`src/design/rtm_pkg.sv`:
```
// Package with register map, field layout and timing constants for timers
package rtm_pkg;
  // Register offsets
  localparam logic [7:0] ADDR_RUN_CONTROL  = 8'h0E;
  localparam logic [7:0] ADDR_T0_CONFIG    = 8'h0F;
  localparam logic [7:0] ADDR_T0_RELOAD_HI = 8'h10;
  localparam logic [7:0] ADDR_T0_RELOAD_LO = 8'h11;
  localparam logic [7:0] ADDR_T0_COUNT_HI  = 8'h12;
  localparam logic [7:0] ADDR_T0_COUNT_LO  = 8'h13;
  localparam logic [7:0] ADDR_T1_CONFIG    = 8'h14;

  // Config and run control field positions, and timer counts
  localparam int CFG_HALT_RX_BIT = 7;
  localparam int CFG_MODE_HI     = 5;
  localparam int CFG_MODE_LO     = 4;
  localparam int CFG_RELOAD_BIT  = 3;
  localparam int CFG_CLK_HI      = 1;
  localparam int CFG_CLK_LO      = 0;
  localparam int RUN_STATUS_LO   = 4;
  localparam int NUM_TIMERS      = 4;
  localparam int NUM_FULL        = 2;

  // Writable config bits, reserved bits 6 and 2 read zero
  localparam logic [7:0] CFG_WRITE_MASK = 8'hBB;
  localparam logic [7:0] RESET_BYTE     = 8'h00;
  localparam logic [15:0] RESET_WORD    = 16'h0000;
  localparam logic [15:0] COUNT_ONE     = 16'h0001;

  // Bits received before a halt-on-receive stop
  localparam logic [2:0] HALT_RX_BITS = 3'h4;

  // Carrier divided by 64 gives the slow tick
  localparam int CARRIER_KHZ = 13560;
  localparam int SLOW_KHZ    = 211875 / 1000;
  localparam int SLOW_DIV    = 64;
  localparam logic [5:0] SLOW_DIV_LAST = 6'(SLOW_DIV - 1);

  typedef enum logic [1:0] {
    MODE_MANUAL   = 2'h0,
    MODE_AUTO_TX  = 2'h1,
    MODE_TRIM     = 2'h2,
    MODE_TRIM_UFL = 2'h3
  } rtm_mode_type;

  typedef enum logic [1:0] {
    CLK_CARRIER = 2'h0,
    CLK_SLOW    = 2'h1,
    CLK_CASC_A  = 2'h2,
    CLK_CASC_B  = 2'h3
  } rtm_clk_type;
endpackage

```
`src/design/rtm_counter.sv`:
```
// One 16-bit down counter with start, stop, reload and underflow
`timescale 1ns/1ps
module rtm_counter
  import rtm_pkg::*;
(
  // Clock and reset
  input  wire logic        clock,
  input  wire logic        rst,
  // Control
  input  wire logic        start,
  input  wire logic        stop,
  input  wire logic        tick,
  input  wire logic        auto_reload,
  input  wire logic        trim_no_ufl,
  input  wire logic [15:0] reload_word,
  // Status
  output logic             active,
  output logic [15:0]      count,
  output logic             underflow
);
  logic        active_q, active_d;
  logic [15:0] count_q, count_d;
  logic        ufl_q, ufl_d;

  always_comb begin
    active_d = active_q;
    count_d  = count_q;
    ufl_d    = 1'b0;
    if (start) begin
      count_d  = reload_word;
      active_d = 1'b1;
    end else if (stop) begin
      active_d = 1'b0;
    end else if (active_q && tick) begin
      if (count_q == RESET_WORD) begin
        // Trimming without underflow simply holds at zero
        if (!trim_no_ufl) begin
          ufl_d = 1'b1;
          if (auto_reload) begin
            count_d = reload_word;
          end else begin
            active_d = 1'b0;
          end
        end
      end else begin
        count_d = count_q - COUNT_ONE;
      end
    end
  end

  always_ff @(posedge clock or posedge rst) begin
    if (rst) begin
      active_q <= 1'b0;
      count_q  <= RESET_WORD;
      ufl_q    <= 1'b0;
    end else begin
      active_q <= active_d;
      count_q  <= count_d;
      ufl_q    <= ufl_d;
    end
  end

  assign active    = active_q;
  assign count     = count_q;
  assign underflow = ufl_q;
endmodule

```
`src/design/rtm_timer_section.sv`:
```
// Timer section: run control, timer 0 and timer 1 with register access
`timescale 1ns/1ps
module rtm_timer_section
  import rtm_pkg::*;
(
  // Clock and reset
  input  wire logic       clock,
  input  wire logic       rst,
  // Register port
  input  wire logic       reg_write,
  input  wire logic       reg_read,
  input  wire logic [7:0] reg_addr,
  input  wire logic [7:0] reg_wdata,
  output logic [7:0]      reg_rdata,
  // Radio events from the framing logic, and the slow oscillator pin
  input  wire logic       tx_done,
  input  wire logic       rx_bit,
  input  wire logic       rx_active,
  input  wire logic       slow_osc_pin,
  // Timers 2 and 3 live elsewhere
  input  wire logic       timer2_underflow,
  input  wire logic       timer3_active,
  output logic            timer3_run_write_enable,
  output logic            timer3_run_value,
  output logic            timer2_run_write_enable,
  output logic            timer2_run_value,
  // Status
  output logic            timer2_active_seen,
  output logic [1:0]      timer_underflow_flag
);

  // Config decode used for both full timers
  function automatic logic cfg_halt(input logic [7:0] cfg);
    logic m;
    m = cfg[CFG_MODE_HI];
    cfg_halt = cfg[CFG_HALT_RX_BIT] && !m;
  endfunction

  // Register state
  logic [7:0] cfg_q [NUM_FULL];
  logic [7:0] cfg_d [NUM_FULL];
  logic [7:0] rel_hi_q, rel_hi_d, rel_lo_q, rel_lo_d;
  logic [1:0] flag_q, flag_d;
  logic [2:0] rx_cnt_q, rx_cnt_d;
  logic [5:0] div_q, div_d;
  logic       slow_tick_q, slow_tick_d;
  logic       osc_s1_q, osc_s2_q, osc_prev_q;
  logic       rx_s1_q, rx_s2_q, rxa_s1_q, rxa_s2_q, tx_s1_q, tx_s2_q;
  logic       tx_prev_q, bit_prev_q;
  logic       t2a_s1_q, t2a_s2_q;
  logic [7:0] rdata_q, rdata_d;

  logic [NUM_FULL-1:0] active, start, stop, tick, ufl;
  logic [15:0]         count [NUM_FULL];
  logic                run_wr, halt_hit, tx_end, osc_rise, rx_edge;

  assign run_wr   = reg_write && (reg_addr == ADDR_RUN_CONTROL);
  assign tx_end   = tx_s2_q && !tx_prev_q;
  assign osc_rise = osc_s2_q && !osc_prev_q;
  assign rx_edge  = rx_s2_q && !bit_prev_q;
  assign halt_hit = rxa_s2_q && rx_edge && (rx_cnt_q == HALT_RX_BITS - 3'h1);

  // Per-timer start, stop and tick selection
  generate
    for (genvar i = 0; i < NUM_FULL; i++) begin : g_tmr
      logic [1:0] mode;
      logic [1:0] csel;
      logic       casc_a, casc_b, trim;
      assign mode = cfg_q[i][CFG_MODE_HI:CFG_MODE_LO];
      assign csel = cfg_q[i][CFG_CLK_HI:CFG_CLK_LO];
      assign trim = mode[1];
      // Timer 0: 10 timer 2, 11 timer 1; timer 1: 10 timer 0, 11 timer 2
      assign casc_a = (i == 0) ? timer2_underflow : ufl[0];
      assign casc_b = (i == 0) ? ufl[1] : timer2_underflow;
      always_comb begin
        start[i] = 1'b0;
        stop[i]  = 1'b0;
        if (run_wr && reg_wdata[i]) begin
          start[i] = reg_wdata[RUN_STATUS_LO + i];
          stop[i]  = !reg_wdata[RUN_STATUS_LO + i];
        end else if (mode == MODE_AUTO_TX && tx_end) begin
          start[i] = 1'b1;
        end else if (trim && osc_rise) begin
          // Each rising edge toggles the trim measurement
          start[i] = !active[i];
          stop[i]  = active[i];
        end else if (cfg_halt(cfg_q[i]) && halt_hit) begin
          stop[i] = 1'b1;
        end
        case (csel)
          CLK_CARRIER: tick[i] = 1'b1;
          CLK_SLOW:    tick[i] = slow_tick_q;
          CLK_CASC_A:  tick[i] = casc_a;
          CLK_CASC_B:  tick[i] = casc_b;
          default:     tick[i] = 1'b0;
        endcase
      end
      rtm_counter u_cnt (
        .clock       (clock),
        .rst         (rst),
        .start       (start[i]),
        .stop        (stop[i]),
        .tick        (tick[i]),
        .auto_reload (cfg_q[i][CFG_RELOAD_BIT]),
        .trim_no_ufl (mode == MODE_TRIM),
        .reload_word ({rel_hi_q, rel_lo_q}),
        .active      (active[i]),
        .count       (count[i]),
        .underflow   (ufl[i])
      );
    end
  endgenerate

  // Timer 1 reload registers are not in this section; it shares timer 0's
  always_comb begin
    cfg_d[0] = cfg_q[0];
    cfg_d[1] = cfg_q[1];
    rel_hi_d = rel_hi_q;
    rel_lo_d = rel_lo_q;
    if (reg_write) begin
      case (reg_addr)
        ADDR_T0_CONFIG:    cfg_d[0] = reg_wdata & CFG_WRITE_MASK;
        ADDR_T1_CONFIG:    cfg_d[1] = reg_wdata & CFG_WRITE_MASK;
        ADDR_T0_RELOAD_HI: rel_hi_d = reg_wdata;
        ADDR_T0_RELOAD_LO: rel_lo_d = reg_wdata;
        default:           rel_lo_d = rel_lo_q;
      endcase
    end
    flag_d = flag_q | ufl;
    // Count received bits only while a frame is in progress
    rx_cnt_d = rxa_s2_q ? rx_cnt_q : 3'h0;
    if (rxa_s2_q && rx_edge && rx_cnt_q != HALT_RX_BITS) begin
      rx_cnt_d = rx_cnt_q + 3'h1;
    end
    slow_tick_d = (div_q == SLOW_DIV_LAST);
    div_d       = div_q + 6'h01;
    rdata_d = rdata_q;
    if (reg_read) begin
      case (reg_addr)
        ADDR_RUN_CONTROL:  rdata_d = {timer3_active, t2a_s2_q, active, 4'h0};
        ADDR_T0_CONFIG:    rdata_d = cfg_q[0];
        ADDR_T0_RELOAD_HI: rdata_d = rel_hi_q;
        ADDR_T0_RELOAD_LO: rdata_d = rel_lo_q;
        ADDR_T0_COUNT_HI:  rdata_d = count[0][15:8];
        ADDR_T0_COUNT_LO:  rdata_d = count[0][7:0];
        ADDR_T1_CONFIG:    rdata_d = cfg_q[1];
        default:           rdata_d = RESET_BYTE;
      endcase
    end
  end

  always_ff @(posedge clock or posedge rst) begin
    if (rst) begin
      cfg_q[0]    <= RESET_BYTE;
      cfg_q[1]    <= RESET_BYTE;
      rel_hi_q    <= RESET_BYTE;
      rel_lo_q    <= RESET_BYTE;
      flag_q      <= 2'h0;
      rx_cnt_q    <= 3'h0;
      div_q       <= 6'h00;
      slow_tick_q <= 1'b0;
      osc_s1_q    <= 1'b0;
      osc_s2_q    <= 1'b0;
      osc_prev_q  <= 1'b0;
      rx_s1_q     <= 1'b0;
      rx_s2_q     <= 1'b0;
      rxa_s1_q    <= 1'b0;
      rxa_s2_q    <= 1'b0;
      tx_s1_q     <= 1'b0;
      tx_s2_q     <= 1'b0;
      tx_prev_q   <= 1'b0;
      bit_prev_q  <= 1'b0;
      t2a_s1_q    <= 1'b0;
      t2a_s2_q    <= 1'b0;
      rdata_q     <= RESET_BYTE;
    end else begin
      cfg_q[0]    <= cfg_d[0];
      cfg_q[1]    <= cfg_d[1];
      rel_hi_q    <= rel_hi_d;
      rel_lo_q    <= rel_lo_d;
      flag_q      <= flag_d;
      rx_cnt_q    <= rx_cnt_d;
      div_q       <= div_d;
      slow_tick_q <= slow_tick_d;
      osc_s1_q    <= slow_osc_pin;
      osc_s2_q    <= osc_s1_q;
      osc_prev_q  <= osc_s2_q;
      rx_s1_q     <= rx_bit;
      rx_s2_q     <= rx_s1_q;
      rxa_s1_q    <= rx_active;
      rxa_s2_q    <= rxa_s1_q;
      tx_s1_q     <= tx_done;
      tx_s2_q     <= tx_s1_q;
      tx_prev_q   <= tx_s2_q;
      bit_prev_q  <= rx_s2_q;
      t2a_s1_q    <= timer2_underflow;
      t2a_s2_q    <= t2a_s1_q;
      rdata_q     <= rdata_d;
    end
  end

  // Timers 2 and 3 take their run bit from the same masked write
  assign timer2_run_write_enable = run_wr && reg_wdata[2];
  assign timer2_run_value        = reg_wdata[6];
  assign timer3_run_write_enable = run_wr && reg_wdata[3];
  assign timer3_run_value        = reg_wdata[7];
  assign timer2_active_seen      = t2a_s2_q;
  assign timer_underflow_flag    = flag_q;
  assign reg_rdata               = rdata_q;
endmodule

```
`config.mk`:
```
export PLATFORM = sky130hd
export DESIGN_NAME = rtm_timer_section
export DESIGN_NICKNAME = d
export VERILOG_FILES = /design/src/design/rtm_pkg.sv /design/src/design/rtm_counter.sv /design/src/design/rtm_timer_section.sv
export SDC_FILE = /design/constraint.sdc
export NUM_CORES = 1
export LEC_CHECK = 0
export ABC_CLOCK_PERIOD_IN_PS = 2500
export BUFFER_PORTS_ARGS = -buffer_cell sky130_fd_sc_hd__buf_2
export CAP_MARGIN = 0
export CORE_MARGIN = 4
export CORE_UTILIZATION = 55
export DETAILED_ROUTE_END_ITERATION = 7
export PLACE_DENSITY_LB_ADDON = 0.25
export REMOVE_ABC_BUFFERS = 1
export SYNTH_ARGS = -nofsm -noshare
export SYNTH_HDL_FRONTEND = slang
export SYNTH_HIERARCHICAL = 1
export SYNTH_SLANG_ARGS = --single-unit
```
`constraint.sdc`:
```
create_clock -name clock -period 2.5 [get_ports clock]
set_clock_uncertainty 0.05 [all_clocks]
set_input_delay 0.125 -clock clock [delete_from_list [all_inputs] [get_ports clock]]
set_output_delay 0.125 -clock clock [all_outputs]
set_load 0.1 [all_outputs]
```
==> reports/results.tsv <==
stage	metric	value	unit
outcome	status	finished, final reports clean	
synthesis	cells after synthesis	545	
synthesis	asr flop ratio synth	1.00	
die	IO Pins	41	
clock_tree	TritonCTS buffer count	9	
clock_tree	Root Buffer	clkbuf_8	
timing	Final setup viols	0	
die	row count	36	
setup_path	critical path launch point type	register	
final_layout	Finished Cell Area	0.00678	mm2
synthesis	Synth area leaders	dfrtp_1 43%, mux2_2 3.8%, nor2_1 2.6%, nand2_1 2.4%, mux2i_1 2.3%	
final_layout	antenna cells	0	
placement	cell area after placement	0.00625	mm2
synthesis	Post-synth EDFFs	0	
die	CORE AREA	0.00982	mm2
route	detailed router's first-iteration violation count	449	
setup_path	WS Path Type	reg -> reg	
synthesis	top cells by count, synth	97 x dfrtp_1, 39 x nor2_1, 35 x nand2_1	
final_layout	share of layout cells above drive strength 1	0.306	
global_route	initial antenna violation count	0	
global_route	Congestion Overflow GR	0	
setup_path	crit path cell chain	ha_2, ha_2, and4b_1, nand3b_1, nand2_1, o2bb2ai_2, nand3b_1, buf_6, nor4_1, o32a_2	
power	Cell Pwr Density	683	mW/mm2
route	DRT Pass-1 Iters	5	
placement	hpwl dp	11.6	mm
global_route	first-pass GRT wire length	26.1	mm
synthesis	post-synth top area share	0.435	
route	routed via count	4959	
setup_path	critical path required time	2.79	ns
synthesis	Syn. warnings	6	
timing	Peak Freq	416	MHz
timing	Min Hold Slack	0.0568	ns
die	DIE WIDTH	109	um
clock_tree	Skew-Pair Late Insertion Delay	0.39	ns
setup_path	CP max-delay cell	dfrtp_1	
timing	measured slew at the worst slew-check pin	0.796	ns
global_route	total track usage	0.288	
placement	count of buffers from port buffering	40	
synthesis	sequential share of the synthesized area	0.435	
die	Initial Util	0.569	
die	chip height	109	um
global_route	largest net degree at the start of global routing	33	
placement	RD Place Congestion	0.981	
clock_tree	CTS tree	done	
synthesis	Synth Area per Inst	10.2	um2
timing	Period minus WS final	2.40	ns
route	per-cell routed wire length	20.4	um
setup_path	CP max stage delay	0.40	ns
synthesis	post-synth cell types	76	
final_layout	Layout area overhead	21.5	%
synthesis	Yosys reg bits	97	
setup_path	crit path capture type	register	
global_route	vias in the first global route	4945	
clock_tree	Max clock buf depth	2	
synthesis	Mapped Area	0.00558	mm2
route	Post-route DRC	0	
route	DRT Wirelength	15.9	mm
power	Max VDD drop	0.000520	V
final_layout	fill count	769	
synthesis	Top FF cell, synth	dfrtp_1	
timing	relative slew slack	0.469	
setup_path	setup slack, reg-to-reg	0.1	ns
route	vias per cell	6.35	
timing	Period Utilization, post-route	0.961	
clock_tree	H-tree depth	3	
setup_path	critical path arrival	2.69	ns
worst_hold_path	hold crit path type	in -> reg	
synthesis	area leader, netlist	dfrtp_1	
run	Max Cap Viol	0	
synthesis	count leader, synth	dfrtp_1	
clock_tree	Sink Count	97	
route	post-route ant nets	0	
die	die area	0.0118	mm2
timing	Hold Fails Final Rpt	0	
power	Leak	2.83	nW
power	Pwr Total	4.63	mW
setup_path	CP max FO	7	
final_layout	nets@finish	677	
clock_tree	clock slew at reported path FFs	0.11	ns
timing	fin. max-slew vios	0	
path summary, 6_finish.rpt:
kind	startpoint	end	depth (start not counted)
max in group asynchronous	rst	rx_cnt_q[2]$_DFFE_PP0P_	4
min in group asynchronous	rst	rel_lo_q[7]$_DFFE_PP0P_	3
min reg2reg	rx_s1_q$_DFF_PP0_	rx_s2_q$_DFF_PP0_	0
max reg2reg	rx_cnt_q[0]$_DFFE_PP0P_	g_tmr[1].u_cnt/count[15]$_DFFE_PP0P_	10
max	rx_cnt_q[0]$_DFFE_PP0P_	g_tmr[1].u_cnt/count[15]$_DFFE_PP0P_	10
min	reg_wdata[4]	cfg_q[4]$_DFFE_PP0P_	2
layout by cell type, fill, tap and decap left out, drive strengths merged, types with 13 or more instances in the layout:
cell         netlist  final
nand3b            15     15
buf               12     98
nor4              16     16
dlygate4sd3        0     14
nor3              17     17
o21ai             27     27
nand2             36     36
inv               24     28
nor2              40     40
mux2i             13     13
a31oi             14     14
nand3             19     19
dfrtp             97     97
mux2              31     31
kinds of logic after synthesis:
family,after synthesis,share of synthesized area
DFF,97,0.435
AOI/OAI and AO/OA,132,0.176
xor gates and xnor gates,5,0.00784
adders and majority gates,8,0.0179
muxes,47,0.103
buffers and inverters,49,0.0415
and+or+nand+nor,207,0.219
layout make-up:
cell class                 count  area, um2  area share
clock inverter                 7       91.3      0.0135
clock buffer                   9        124      0.0183
tap                          133        166      0.0245
multi-input combinational    399       3050       0.449
sequential                    97       2430       0.358
inverter                      24       90.1      0.0133
timing repair buffer         112        838       0.124
critical path: cells and delay by family, from the launching register on:
family	cells	cell delay, ns
AND/OR/NAND/NOR	5	1.00
flip-flops	1	0.40
adder cells (fa/ha/maj)	2	0.33
AO/OA/AOI/OAI	2	0.31
buffers and inverters	1	0.25
metal layers:
metal | vias up | part of all wire | routed length, um | global-route usage
li1 | 2268 | - | - | -
met1 | 2437 | 0.43 | 6840 | 0.394
met2 | 220 | 0.47 | 7560 | 0.452
met3 | 34 | 0.072 | 1150 | 0.0764
met4 | 0 | 0.023 | 371 | 0.0875
met5 | - | 0 | 0 | 0
registers in the layout, summed over array words and instances, names as in the netlist, 2 cells and up:
| register | count |
|---|---|
| cfg_q | 12 |
| div_q | 6 |
| g_tmr.u_cnt/active | 2 |
| g_tmr.u_cnt/count | 32 |
| g_tmr.u_cnt/underflow | 2 |
| reg_rdata | 8 |
| rel_hi_q | 8 |
| rel_lo_q | 8 |
| rx_cnt_q | 3 |
| timer_underflow_flag | 2 |
report_power, final:
group          internal [mW]  leakage, nW  switching (mW)
Combinational          0.697         1.51           0.832
Sequential              1.78         1.21           0.243
Clock                  0.411        0.106           0.672
metrics by stage:
step / std cells / setup slack (ns) / TNS [ns] / util
after floorplan: 520 / -0.314 / -5.56 / -
after global placement: 747 / -0.0373 / -0.0388 / 0.637
after detailed placement: 747 / -0.103 / -0.487 / 0.637
after CTS: 777 / 0.000967 / 0 / 0.675
after global routing: 781 / -0.0119 / -0.0310 / 0.691
final: 781 / 0.0971 / 0 / 0.691
timing repair:
action                                  CTS  global route
hold buffers                             14             0
gates resized for setup                   6            32
endpoints found under the setup margin   16            28
endpoints found under the hold margin    88             0
setup buffers                             0             4
pin swaps                                 2             7
(Power assumes the default switching activity.)
